### src/design/t8c_pkg.sv
// Operation
// - eight-bit counter, two compare registers, comparators
// - flags visible, each gated by mask bit
// - overflow, match A, match B interrupt sources
// - tick from prescaler or external pin edge
// - select zero stops the counter
// - tick clears, increments or decrements counter
// - counter writable anytime, write beats counting
// - mode bits split over control A, B
// - 0x00 is bottom, 0xff is maximum
// - top is 0xff or compare A
// - overflow flag set per waveform mode
// - equality sets match flag on tick
// - flag cleared by service or writing one
// - wave outputs from match, mode, action
// - pwm compare double buffered, updated at top
// - software reaches buffer or working register
// - force updates output outside pwm modes, no flag, no clear
// - counter write blocks next tick's matches
// - mode zero wraps, overflow at zero
// - mode two clears on compare A match
// - action zero leaves output untouched
package t8c_pkg;
    // register byte offsets
    localparam logic [4:0] ADDR_CTRL_A = 5'h00;
    localparam logic [4:0] ADDR_CTRL_B = 5'h04;
    localparam logic [4:0] ADDR_COUNT  = 5'h08;
    localparam logic [4:0] ADDR_CMP_A  = 5'h0c;
    localparam logic [4:0] ADDR_CMP_B  = 5'h10;
    localparam logic [4:0] ADDR_MASK   = 5'h14;
    localparam logic [4:0] ADDR_FLAGS  = 5'h18;
    // control field positions
    localparam int CA_WGM_LO  = 0;
    localparam int CA_COMB_LO = 4;
    localparam int CA_COMA_LO = 6;
    localparam int CB_WGM2    = 3;
    localparam int CB_FORCE_B = 6;
    localparam int CB_FORCE_A = 7;
    // flag and mask bit positions
    localparam int FLAG_OVF = 0;
    localparam int FLAG_A   = 1;
    localparam int FLAG_B   = 2;
    // reset values
    localparam logic [7:0] RST_BYTE = 8'h00;
    localparam logic [3:0] RST_CB   = 4'h0;
    localparam logic [2:0] RST_BITS = 3'h0;
    // counter extremes
    localparam logic [7:0] BOTTOM = 8'h00;
    localparam logic [7:0] MAX    = 8'hff;
    // waveform modes
    localparam logic [2:0] MODE_NORMAL    = 3'h0;
    localparam logic [2:0] MODE_PHASE     = 3'h1;
    localparam logic [2:0] MODE_CTC       = 3'h2;
    localparam logic [2:0] MODE_FAST      = 3'h3;
    localparam logic [2:0] MODE_PHASE_OCR = 3'h5;
    localparam logic [2:0] MODE_FAST_OCR  = 3'h7;
    // compare output actions
    localparam logic [1:0] COM_OFF    = 2'h0;
    localparam logic [1:0] COM_TOGGLE = 2'h1;
    // clock select codes
    localparam logic [2:0] CS_STOP = 3'h0;
    localparam logic [2:0] CS_DIV1 = 3'h1;
    localparam logic [2:0] CS_DIV8 = 3'h2;
    localparam logic [2:0] CS_D64  = 3'h3;
    localparam logic [2:0] CS_D256 = 3'h4;
    localparam logic [2:0] CS_D1K  = 3'h5;
    localparam logic [2:0] CS_FALL = 3'h6;
    localparam logic [2:0] CS_RISE = 3'h7;
    // prescaler terminal masks (divide minus one)
    localparam logic [9:0] PRE_M8   = 10'h007;
    localparam logic [9:0] PRE_M64  = 10'h03f;
    localparam logic [9:0] PRE_M256 = 10'h0ff;
    localparam logic [9:0] PRE_M1K  = 10'h3ff;
    localparam logic [9:0] PRE_ONE  = 10'h001;
    // bus handshake states, one-hot
    typedef enum logic [1:0] {
        BUS_IDLE = 2'b01,
        BUS_ACK  = 2'b10
    } t8c_bus_e;
    // avalon request bundle
    typedef struct packed {
        logic        read;
        logic        write;
        logic [4:0]  address;
        logic [3:0]  byteenable;
        logic [31:0] writedata;
    } t8c_bus_req_s;
    // whole core state
    typedef struct packed {
        t8c_bus_e    bus;
        logic [31:0] rdata;
        logic [7:0]  ctrl_a;
        logic [3:0]  ctrl_b;
        logic [7:0]  count;
        logic [7:0]  ocr_a;
        logic [7:0]  ocr_b;
        logic [7:0]  buf_a;
        logic [7:0]  buf_b;
        logic [2:0]  mask;
        logic [2:0]  flags;
        logic        down;
        logic        block;
        logic        wave_a;
        logic        wave_b;
    } t8c_core_s;
endpackage

### src/design/t8c_tick_gen.sv
`timescale 1ns/1ps
`default_nettype none
module t8c_tick_gen
    import t8c_pkg::*;
(
    // clock and reset
    input  wire logic       i_clk,
    input  wire logic       i_reset,
    // source selection
    input  wire logic [2:0] i_select,
    input  wire logic       i_ext,
    // timer tick, one-cycle pulse
    output logic            o_tick
);
    // prescaler, last pin level, tick
    typedef struct packed {
        logic [9:0] pre;
        logic       ext_prev;
        logic       tick;
    } t8c_tick_s;

    t8c_tick_s st_q;  // registered state
    t8c_tick_s st_d;  // next state

    // free-running prescaler so divided ticks need no restart
    always_comb begin
        st_d          = st_q;
        st_d.pre      = st_q.pre + PRE_ONE;
        st_d.ext_prev = i_ext;
        case (i_select)
            CS_STOP: st_d.tick = 1'b0;
            CS_DIV1: st_d.tick = 1'b1;
            CS_DIV8: st_d.tick = (st_q.pre & PRE_M8) == PRE_M8;
            CS_D64:  st_d.tick = (st_q.pre & PRE_M64) == PRE_M64;
            CS_D256: st_d.tick = (st_q.pre & PRE_M256) == PRE_M256;
            CS_D1K:  st_d.tick = st_q.pre == PRE_M1K;
            CS_FALL: st_d.tick = st_q.ext_prev & ~i_ext;
            CS_RISE: st_d.tick = ~st_q.ext_prev & i_ext;
            default: st_d.tick = 1'b0;
        endcase
    end

    // state register
    always_ff @(posedge i_clk) begin
        if (i_reset) begin
            st_q <= '0;
        end else begin
            st_q <= st_d;
        end
    end

    assign o_tick = st_q.tick;
endmodule
`default_nettype wire

### src/design/t8c_core.sv
// Design decisions made here: the address map and register access over Avalon-MM.
`timescale 1ns/1ps
`default_nettype none
module t8c_core
    import t8c_pkg::*;
(
    // clock and reset
    input  wire logic         I_REF_CLK,
    input  wire logic         I_RESET,
    // avalon-mm slave
    input  wire t8c_bus_req_s I_BUS_REQ,
    output logic              O_WAITREQUEST,
    output logic [31:0]       O_READDATA,
    // external count pin
    input  wire logic         I_EXT_COUNT_INPUT,
    // interrupt service acknowledge, per source
    input  wire logic [2:0]   I_INT_ACK,
    // interrupt requests, per source
    output logic [2:0]        O_INT_REQ,
    // compare outputs
    output logic              O_WAVE_OUT_A,
    output logic              O_WAVE_OUT_B
);
    t8c_core_s  st_q;        // registered state
    t8c_core_s  st_d;        // next state
    logic       timer_tick;  // one-cycle count enable
    logic [2:0] waveform_mode;
    logic       is_pwm;      // double buffered modes
    logic [7:0] top_val;     // end of sequence
    logic       at_bottom;
    logic       at_max;
    logic       at_top;
    logic       eq_a;        // raw comparator outputs
    logic       eq_b;
    logic       match_a;     // matches after blocking
    logic       match_b;
    logic       wr_go;       // write completes this edge
    logic       cnt_wr;      // counter write this edge
    logic [2:0] flag_set;
    logic [2:0] flag_clr;
    logic [31:0] rd_val;

    // tick source and prescaler
    t8c_tick_gen u_tick (
        .i_clk    (I_REF_CLK),
        .i_reset  (I_RESET),
        .i_select (st_q.ctrl_b[2:0]),
        .i_ext    (I_EXT_COUNT_INPUT),
        .o_tick   (timer_tick)
    );

    // one output step for a compare unit
    function automatic logic wave_step(input logic [1:0] com, input logic cur,
                                       input logic [2:0] mode, input logic hit,
                                       input logic wrap, input logic down);
        logic res;
        res = cur;
        // action zero never touches the output
        if (!mode[0] && com != COM_OFF) begin
            // non-pwm: toggle, clear or set on match
            if (hit) begin
                res = (com == COM_TOGGLE) ? ~cur : com[0];
            end
        end else if (mode[0] && com[1]) begin
            if (mode[1]) begin
                // fast pwm: match sets level, wrap restores it
                if (hit) begin
                    res = com[0];
                end else if (wrap) begin
                    res = ~com[0];
                end
            end else if (hit) begin
                // phase correct: level depends on direction
                res = com[0] ^ down;
            end
        end
        return res;
    endfunction

    // mode bits from both control registers
    assign waveform_mode = {st_q.ctrl_b[CB_WGM2], st_q.ctrl_a[CA_WGM_LO +: 2]};
    assign is_pwm        = waveform_mode[0];
    // top is compare A in ctc and high modes
    assign top_val = (waveform_mode == MODE_CTC || waveform_mode[2]) ? st_q.ocr_a : MAX;
    assign at_bottom = st_q.count == BOTTOM;
    assign at_max    = st_q.count == MAX;
    assign at_top    = st_q.count == top_val;
    assign eq_a = st_q.count == st_q.ocr_a;
    assign eq_b = st_q.count == st_q.ocr_b;
    // a recent counter write masks matches
    assign match_a = eq_a & ~st_q.block;
    assign match_b = eq_b & ~st_q.block;
    // low byte lane carries all register data
    assign wr_go  = I_BUS_REQ.write && st_q.bus == BUS_ACK && I_BUS_REQ.byteenable[0];
    assign cnt_wr = wr_go && I_BUS_REQ.address == ADDR_COUNT;

    // read mux, unmapped reads return zero
    always_comb begin
        rd_val = 32'h0000_0000;
        case (I_BUS_REQ.address)
            ADDR_CTRL_A: rd_val[7:0] = st_q.ctrl_a;
            ADDR_CTRL_B: rd_val[3:0] = st_q.ctrl_b;
            ADDR_COUNT:  rd_val[7:0] = st_q.count;
            ADDR_CMP_A:  rd_val[7:0] = is_pwm ? st_q.buf_a : st_q.ocr_a;
            ADDR_CMP_B:  rd_val[7:0] = is_pwm ? st_q.buf_b : st_q.ocr_b;
            ADDR_MASK:   rd_val[2:0] = st_q.mask;
            ADDR_FLAGS:  rd_val[2:0] = st_q.flags;
            default:     rd_val = 32'h0000_0000;
        endcase
    end

    // next state of the whole block
    always_comb begin
        st_d     = st_q;
        flag_set = RST_BITS;
        flag_clr = I_INT_ACK;
        // bus handshake, one wait cycle per access
        case (st_q.bus)
            BUS_IDLE: begin
                if (I_BUS_REQ.read || I_BUS_REQ.write) begin
                    st_d.bus   = BUS_ACK;
                    st_d.rdata = rd_val;
                end
            end
            BUS_ACK: st_d.bus = BUS_IDLE;
            default: st_d.bus = BUS_IDLE;
        endcase
        // counting work happens only on ticks
        if (timer_tick) begin
            // blocking lasts exactly one tick
            st_d.block = 1'b0;
            case (waveform_mode)
                MODE_CTC, MODE_FAST, MODE_FAST_OCR: begin
                    st_d.count = at_top ? BOTTOM : st_q.count + 8'h01;
                end
                MODE_PHASE, MODE_PHASE_OCR: begin
                    if (at_top) begin
                        st_d.down = 1'b1;
                    end else if (at_bottom) begin
                        st_d.down = 1'b0;
                    end
                    st_d.count = st_d.down ? st_q.count - 8'h01 : st_q.count + 8'h01;
                end
                // plain up count wrapping at max
                default: st_d.count = st_q.count + 8'h01;
            endcase
            case (waveform_mode)
                MODE_FAST, MODE_FAST_OCR:   flag_set[FLAG_OVF] = at_top;
                MODE_PHASE, MODE_PHASE_OCR: flag_set[FLAG_OVF] = at_bottom;
                default:                    flag_set[FLAG_OVF] = at_max;
            endcase
            flag_set[FLAG_A] = match_a;
            flag_set[FLAG_B] = match_b;
            st_d.wave_a = wave_step(st_q.ctrl_a[CA_COMA_LO +: 2], st_q.wave_a,
                                    waveform_mode, match_a, at_top, st_q.down);
            st_d.wave_b = wave_step(st_q.ctrl_a[CA_COMB_LO +: 2], st_q.wave_b,
                                    waveform_mode, match_b, at_top, st_q.down);
            // working copy loads at top in pwm
            if (is_pwm && at_top) begin
                st_d.ocr_a = st_q.buf_a;
                st_d.ocr_b = st_q.buf_b;
            end
        end
        // software writes come last so they win
        if (wr_go) begin
            case (I_BUS_REQ.address)
                ADDR_CTRL_A: st_d.ctrl_a = I_BUS_REQ.writedata[7:0];
                ADDR_CTRL_B: begin
                    st_d.ctrl_b = I_BUS_REQ.writedata[3:0];
                    // forced match moves only the output
                    if (!is_pwm && I_BUS_REQ.writedata[CB_FORCE_A]) begin
                        st_d.wave_a = wave_step(st_q.ctrl_a[CA_COMA_LO +: 2], st_d.wave_a,
                                                MODE_NORMAL, 1'b1, 1'b0, 1'b0);
                    end
                    if (!is_pwm && I_BUS_REQ.writedata[CB_FORCE_B]) begin
                        st_d.wave_b = wave_step(st_q.ctrl_a[CA_COMB_LO +: 2], st_d.wave_b,
                                                MODE_NORMAL, 1'b1, 1'b0, 1'b0);
                    end
                end
                ADDR_COUNT: begin
                    st_d.count = I_BUS_REQ.writedata[7:0];
                    st_d.block = 1'b1;
                end
                ADDR_CMP_A: begin
                    st_d.buf_a = I_BUS_REQ.writedata[7:0];
                    if (!is_pwm) begin
                        st_d.ocr_a = I_BUS_REQ.writedata[7:0];
                    end
                end
                ADDR_CMP_B: begin
                    st_d.buf_b = I_BUS_REQ.writedata[7:0];
                    if (!is_pwm) begin
                        st_d.ocr_b = I_BUS_REQ.writedata[7:0];
                    end
                end
                ADDR_MASK:  st_d.mask = I_BUS_REQ.writedata[2:0];
                ADDR_FLAGS: flag_clr = flag_clr | I_BUS_REQ.writedata[2:0];
                default:    st_d.mask = st_q.mask;
            endcase
        end
        // three sticky sources, a new event beats a clear
        st_d.flags = (st_q.flags & ~flag_clr) | flag_set;
    end

    // state register
    always_ff @(posedge I_REF_CLK) begin
        if (I_RESET) begin
            st_q        <= '0;
            st_q.bus    <= BUS_IDLE;
            st_q.ctrl_a <= RST_BYTE;
            st_q.ctrl_b <= RST_CB;
        end else begin
            st_q <= st_d;
        end
    end

    // outputs
    assign O_WAITREQUEST = (I_BUS_REQ.read || I_BUS_REQ.write) && st_q.bus != BUS_ACK;
    assign O_READDATA    = st_q.rdata;
    // each request gated by its mask bit
    assign O_INT_REQ     = st_q.flags & st_q.mask;
    assign O_WAVE_OUT_A  = st_q.wave_a;
    assign O_WAVE_OUT_B  = st_q.wave_b;
endmodule
`default_nettype wire

### config.mk
export PLATFORM = sky130hd
export DESIGN_NAME = t8c_core
export DESIGN_NICKNAME = d
export VERILOG_FILES = /design/src/design/t8c_pkg.sv /design/src/design/t8c_tick_gen.sv /design/src/design/t8c_core.sv
export SDC_FILE = /design/constraint.sdc
export NUM_CORES = 1
export LEC_CHECK = 0
export BUFFER_PORTS_ARGS = -buffer_cell sky130_fd_sc_hd__buf_2
export CAP_MARGIN = 0
export CELL_PAD_IN_SITES_DETAIL_PLACEMENT = 0
export CELL_PAD_IN_SITES_GLOBAL_PLACEMENT = 1
export CORE_MARGIN = 8
export CORE_UTILIZATION = 42
export DETAILED_ROUTE_END_ITERATION = 8
export GPL_ROUTABILITY_DRIVEN = 0
export GPL_TIMING_DRIVEN = 0
export PLACE_DENSITY = 0.8
export SETUP_SLACK_MARGIN = 0.15
export SYNTH_ARGS = -nofsm -noshare
export SYNTH_HDL_FRONTEND = slang
export SYNTH_SLANG_ARGS = --single-unit
### constraint.sdc
create_clock -name I_REF_CLK -period 2.9 [get_ports I_REF_CLK]
set_clock_uncertainty 0.1 [all_clocks]
set_input_delay 0.145 -clock I_REF_CLK [delete_from_list [all_inputs] [get_ports I_REF_CLK]]
set_output_delay 0.145 -clock I_REF_CLK [all_outputs]
set_load 0.02 [all_outputs]
==> results of run 1 <==
area by class of cell:
type	instances	area, um^2	area share
plain buffers	80	487	0.0813
clock buffers	9	225	0.0376
clock inverters	7	58.8	0.00982
inverters	16	66.3	0.0111
multi-input cells	501	3080	0.515
flip-flops and latches	84	1680	0.281
well taps	147	184	0.0307
repair buffers	36	203	0.0339
critical path, stage by stage (launching register included):
cell,delay (ps)
dfxtp_1,300
clkbuf_4,190
inv_1,160
o2111ai_1,180
o31ai_2,410
and3_1,220
buf_6,160
o21ba_1,140
buf_4,160
a32oi_1,110
or3_1,340
a41oi_2,170
logic make-up (layout without fill, tap and decap cells):
family                     count (synthesis)  after routing
adders and majority gates                  5              5
DFF                                       84             84
AOI/OAI and AO/OA                        146            146
buffers and inverters                     96            148
other                                      1             24
muxes                                     47             47
and+or+nand+nor                          263            263
xor gates and xnor gates                  16             16
path summary, 6_finish.rpt:
| kind | endpoint | slack (ps) | depth (start not counted) |
|---|---|---|---|
| min | st_q[58] | 50 | 3 |
| max reg2reg | st_q[46] | 160 | 11 |
| min reg2reg | O_READDATA[0] | 360 | 2 |
| max | st_q[46] | 160 | 11 |
report_power, final:
group | leakage, nW | internal, W | switching (W)
registers | 0.678 | 0.00116 | 0.00000856
clock network | 0.138 | 0.000594 | 0.000540
logic | 1.33 | 0.0000887 | 0.000163
total | 2.15 | 0.00185 | 0.000711
timing repair:
| item | 4_1_cts | 5_1_grt |
|---|---|---|
| resized for setup | 1 | 15 |
| hold endpoints to repair | 2 | 0 |
| endpoints found under the setup margin | 6 | 27 |
| setup buffers | 1 | 4 |
| pin swaps | 1 | 4 |
| hold buffers | 2 | 0 |
through the flow:
stage | cells | setup WS [ps] | utilization | total power (W) | setup TNS, ps
after floorplan | 681 | 366 | - | 0.00136 | 0
after global routing | 880 | 97.3 | 0.498 | 0.00263 | 0
after CTS | 876 | 148 | 0.492 | 0.00256 | 0
after global placement | 857 | -36.7 | 0.465 | 0.00143 | -36.7
final | 880 | 164 | 0.498 | 0.00256 | 0
after detailed placement | 857 | -32.3 | 0.465 | 0.00143 | -32.3
state kept, by name (all words and copies together), names as in the netlist:
name,flops
u_tick.o_tick,1
O_READDATA,8
st_q,61
O_WAVE_OUT_B,1
u_tick.st_q,11
O_WAVE_OUT_A,1
is_pwm,1
per-layer routing:
| layer | vias up | global-route usage | part of all wire |
|---|---|---|---|
| met5 | - | 0 | 0 |
| met2 | 240 | 0.335 | 0.46 |
| li1 | 2420 | - | - |
| met4 | 0 | 0.0714 | 0.022 |
| met1 | 2480 | 0.278 | 0.43 |
| met3 | 34 | 0.0641 | 0.086 |
cells in the final DEF (no fill, tap or decap), types with 5 or more instances in the layout:
cell type and n:
buf_2 31, nor2b_1 8, nand4_1 6, nor2_1 83, and3_1 7, conb_1 24
clkbuf_1 33, nand2b_1 20, a21oi_1 52, xnor2_1 9, nand2_1 55, clkbuf_16 9
mux2i_1 42, inv_1 13, a211oi_1 18, dfxtp_1 84, xor2_1 6, nand3_1 45
ha_1 5, a31oi_1 9, a221oi_1 5, nor3_1 10, o21ai_0 12, buf_4 41
and2_1 6
==> impl_summary.md, run 1 <==
Yosys
The prevailing post-synth register cell is dfxtp_1. The multiplexer fraction of the synthesized cell area is 0.0921. The number of enable flip-flop cells after synthesis is 0. The cell count after synthesis is 658. The synthesized area is 5170 um^2.

In this run, distinct cell masters in the synthesized netlist total slightly below 70. After synthesis, the most frequently instantiated cells are 84 x dfxtp_1, 84 x nor2_1, 55 x nand2_1. The share of synthesized area in the top cell type comes to 0.325. The dominant cell type by area after synthesis is dfxtp_1.

After synthesis, the share of flip-flops with an asynchronous set or reset is 0. Of the total synthesized cell area, the portion taken by XOR and XNOR cells is 0.0271. The post-synthesis compound-gate area fraction is 0.194. The synthesis warning total is 0.

Of the total synthesized cell area, the portion taken by AND, OR, NAND and NOR gates is 0.245. Yosys attributes the largest share of cell area to dfxtp_1 33%, mux2i_1 8.1%, nor2_1 6.1%, buf_4 5.1%, a21oi_1 5.0%. The average instance in the mapped netlist occupies 7.86 um^2. Of the synthesized area, sequential elements account for 0.325.

The main combinational cell family by area after synthesis is simple AND/OR/NAND/NOR gates. Of the total synthesized cell area, the portion taken by full adders, half adders and majority gates is 0.0121. The synthesis-stage register bit count is 84.

Global routing
For this run, the total global-route usage over all layers was measured as 0.215. The wire length of the first global-routing pass is 27.0 mm. Summed over all layers, the global routing overflow is 0. The initial antenna violation count is 0.

The number of global-route vias before repair was between 4k and 5k. Entering global routing, the biggest net connects 17 pins.

Placed design
The detailed placer's ending HPWL is roughly 13 mm. The placed instance area is roughly 5600 um^2. Buffers placed on the I/O ports in this run total 29.

Floorplanning
The top-level port count is 87. The row count is 40. Measured along the x axis, the die boundary spans about 130 um. The die covers ~16,000 um^2. The initial standard-cell utilization of the core is 0.431. The die is 127 um tall. The area of the core is approximately 12,000 um^2.

Timing
The time the worst path needs with I/O delays and setup is roughly 2700 ps. Setup repair after global routing could not meet its margin everywhere. The tightest slew margin relative to the limit is 0.299.

Setup violations remaining at the end of the flow were counted as 0. The smallest hold slack is 51.0 ps. The peak clock frequency supported by timing is ~0.37 GHz. The actual slew at the worst max-slew pin is around 1000 ps.

The number of max-slew violations in the final report is 0. The share of the cycle needed by the critical path after routing is 0.943. The final-report hold violation count came to 0.

Finish
The count of nets after finishing is approximately 780. The number of antenna diodes in the final layout is 0. The fraction of layout instances using a drive strength above 1 is 0.161. From synthesis to final layout, the design area changed by 15.7%. Counting the fill cells in the layout gives 1,198. The final design area excluding fillers is around 6000 um^2.

Setup path
STA classifies the critical path endpoint as a flip-flop. The nature of the critical path startpoint is a flip-flop. The data required time at the worst endpoint is 3080 ps. STA puts the critical path data arrival time at 2920 ps. The start of the worst register-to-register path is st_q[49]. In this run the worst path has a maximum fanout of 10. The critical path starts at st_q[49]. The critical path in this run is classified as reg -> reg.

Clock network
The number of sinks on the clock net is 84. Clock tree synthesis inserted a total of 9 buffers. The clock tree from TritonCTS is done. The H-tree generated during clock tree synthesis spans 3 levels. The buffer depth of the longest clock path is 2.

After clock tree synthesis, the clock-pin slew on the worst setup and hold paths is 70 ps. Clock tree synthesis selected as its root buffer the cell clkbuf_16. The insertion delay of the later-clocked pin in the worst-skew pair is approximately 350 ps.

Route
The total number of vias is 5,174. The average vias per placed instance is between 5 and 6. The final wirelength is 17.6 mm. The antenna violation net count after detailed routing is 0. The iteration-0 DRC count of the detailed router is 594.

Dividing the detail-routed wire length by the instance count gives 20.0 um. The detailed-router iteration count before antenna repair is 6. After detailed routing, the number of remaining DRC violations is 0.

Power and ir drop
VDD sags by at most 0.353 mV. For this design the static power due to leakage is roughly 2.1 nW. In this run the power density over the cells is 427 nW/um^2.

Status
The flow ran to the end, and the final reports show no timing, DRC or antenna violations.

Run
The reported max-cap violation count is 0.

Min path
The origin of the worst min-delay path is I_BUS_REQ[4]. In this run the worst hold path is classified as in -> reg.
Note: power is estimated with default switching activity, not from simulation.
==> run 2: changes to the inputs <==
- MAX_ROUTING_LAYER: default -> met4
- PLACE_DENSITY: 0.8 -> default
- PLACE_DENSITY_LB_ADDON: default -> 0.1
==> impl_summary.md, run 2 (synthesized netlist as in run 1, its figures left out) <==
Setup path
The cell depth of the worst flop-to-flop path is 10 (was 11). The endpoint of the worst setup timing path is st_q[46] (unchanged). The start of the worst register-to-register path is st_q[36] (was st_q[49]). The startpoint of the worst setup timing path is st_q[36] (was st_q[49]). The largest driver fanout on the critical path was 10 (unchanged). The reg-to-reg critical path endpoint is st_q[46] (unchanged). The worst path arrival time is 2860 ps (was 2920 ps). The critical path capture point type was a flip-flop (unchanged).

The type of the worst setup path is reg -> reg (unchanged). The worst reg-to-reg setup slack is 220 ps (was 160 ps). The data required time at the worst endpoint is 3080 ps (about the same).

The nature of the critical path startpoint was a flip-flop (unchanged).

Floorplanning
The initial standard-cell utilization of the core is 0.431 (unchanged). The overall die area came to 16,100 um^2 (unchanged). The row count came to 40 (unchanged).

The top-level port count is 87 (unchanged). The area of the core is 12,000 um^2 (unchanged). The overall die height is 127 um (unchanged).

The horizontal die dimension came to 127 um (unchanged).

Route
The average wire length per cell after detail routing is 19.9 um (was 20.0 um). The detailed-router iteration count before antenna repair is 6 (unchanged). The antenna violation net count after detailed routing is 0 (unchanged). The final wirelength is 17.5 mm (was 17.6 mm). The DRC violation count after routing is 0 (unchanged).

The iteration-0 DRC count of the detailed router came to 431 (was 594). The average vias per placed instance was 5.78 (was 5.88). The total number of vias was 5,076 (was 5,174).

Timing
RSZ-0062 raised after global routing: false (was true). The tightest slew margin relative to the limit was 0.402 (was 0.299). The number of max-slew violations in the final report came to 0 (unchanged). The total of endpoints with negative setup slack in the final report is 0 (unchanged). The share of the cycle needed by the critical path after routing is 0.926 (was 0.943).

The peak clock frequency supported by timing is 0.372 GHz (was 0.366 GHz). The actual slew at the worst max-slew pin is 891 ps (was 1040 ps). The time the worst path needs with I/O delays and setup is 2680 ps (was 2740 ps). The final-report hold violation count was 0 (unchanged).

Placed design
The detailed placer's ending HPWL is 12.7 mm (about the same). The total placed cells including tap cells is 857 (unchanged). The port buffer count is 29 (unchanged).

Clock network
The insertion delay of the later-clocked pin in the worst-skew pair is 350 ps (about the same). The clock-pin slew reported for the worst setup and hold paths after clock tree synthesis is 70 ps (about the same). The clock tree from TritonCTS is done (unchanged). The number of sinks on the clock net came to 84 (unchanged). The number of levels the H-tree was split into came to 3 (unchanged). The buffer depth of the longest clock path was 2 (unchanged). The number of buffers added by the clock tree synthesis step is 9 (unchanged).

The library cell used as clock root buffer is clkbuf_16 (unchanged).

Finish
The final standard cell utilization of the core is 0.501 (was 0.498). The count of filler cells inserted in the layout is 1,247 (was 1,198). Most used cells in the layout excluding fill and tap cells: 83 x dfxtp_1, 83 x nor2_1, 55 x nand2_1 (was 84 x dfxtp_1, 83 x nor2_1, 55 x nand2_1). The flip-flop count of the largest register, all copies and words added is 61 (unchanged). The footprint of the flip-flops and latches came to 1680 um^2 (about the same). The count of nets after finishing is 780 (was 782). The largest register by flop count is st_q (unchanged). The area of the multi-input gates was 3100 um^2 (was 3080 um^2).

The fraction of layout instances using a drive strength above 1 was 0.160 (was 0.161). The count of placed standard cells in the final layout, fillers left out came to 878 (was 880). The total inserted antenna cells came to 0 (unchanged). The synthesis-to-layout area growth is 16.4% (was 15.7%).

Global routing
The number of global-route vias before repair came to 4,677 (was 4,820). The leftover overflow at the end of global routing came to 0 (unchanged). The global-route total usage across every layer came to 0.220 (was 0.215). The maximum number of pins on one net before global-route repair is 16 (was 17). The initial antenna violation count is 0 (unchanged). The wire length of the first global-routing pass is 26.5 mm (was 27.0 mm).

Power and ir drop
The sum of internal, switching and leakage power came to 0.00265 W (was 0.00256 W). The maximum VDD drop is 0.355 mV (was 0.353 mV). The power density of the placed cells is 440 nW/um^2 (was 427 nW/um^2).

The total leakage power came to 2.16 nW (was 2.15 nW).

Min path
The classification of the worst-slack hold path is in -> reg (unchanged).

Status
Result of the run: finished, final reports clean (unchanged).

Run
The reported max-cap violation count is 0 (unchanged).
[run 2: cell types whose count changed in the layout (fill, tap and decap cells not counted), sizes merged]
cell | previous run | this run
bufinv | 0 | 1
inv | 17 | 16
clkinv | 4 | 3
buf | 77 | 76
[run 2: metrics by stage]
stage | TNS (ps) | cell area (um^2) | setup WS [ps] | hold slack (ps)
3_3_place_gp | -23.2 | 5590 | -23.2 | 289
5_1_grt | 0 | 6020 | 155 | 49.5
6_report | 0 | 6020 | 215 | 40.7
3_5_place_dp | -75.9 | 5590 | -75.9 | 296
2_1_floorplan | 0 | 5260 | 366 | 173
4_1_cts | 0 | 5940 | 108 | 32.0
[run 2: power breakdown]
part	internal (W)	switching, W	total (W)	leakage, nW
Sequential	0.00116	0.00000840	0.00117	0.678
Clock	0.000700	0.000517	0.00122	0.151
Combinational	0.0000893	0.000168	0.000257	1.33
[run 2: timing repair]
action,CTS,global route
setup endpoints to repair,10,25
resized for setup,2,18
pin swaps,1,3
endpoints found under the hold margin,2,0
hold buffers,2,0
buffers inserted,1,2
[run 2: critical path, stage by stage, from the launching register on]
cell and delay [ps]:
dfxtp_1 450, nand2b_1 140, o2111ai_1 190, o31ai_2 390, and3_1 220, buf_6 160, o21ba_1 140, buf_4 160
a32oi_1 110, or3_1 350, a41oi_2 190
[run 2: worst min path at each step]
stage | start | end | slack [ps] | cells past startpoint
after floorplan | I_EXT_COUNT_INPUT | u_tick.st_q[1] | 170 | 1
after global placement | I_EXT_COUNT_INPUT | u_tick.st_q[1] | 290 | 2
after detailed placement | I_EXT_COUNT_INPUT | u_tick.st_q[1] | 300 | 2
after CTS | I_BUS_REQ[5] | st_q[15] | 30 | 3
after global routing | I_BUS_REQ[5] | st_q[15] | 50 | 3
final | I_BUS_REQ[5] | st_q[15] | 40 | 3
[run 2: metal layers]
metal  part of all wire  track usage  vias to the layer above
met4              0.025       0.0896                        0
met2               0.44        0.324                      219
li1                   -            -                     2421
met3              0.081       0.0449                       34
met1               0.45        0.289                     2402
met5                  0            -                        -
[run 2: cell type report]
cell class	instances	area share
plain buffers	80	0.0810
clock buffers	10	0.0397
clock inverters	6	0.0118
inverters	16	0.0110
multi-input cells	501	0.515
flip-flops and latches	84	0.280
well taps	147	0.0305
repair buffers	34	0.0312
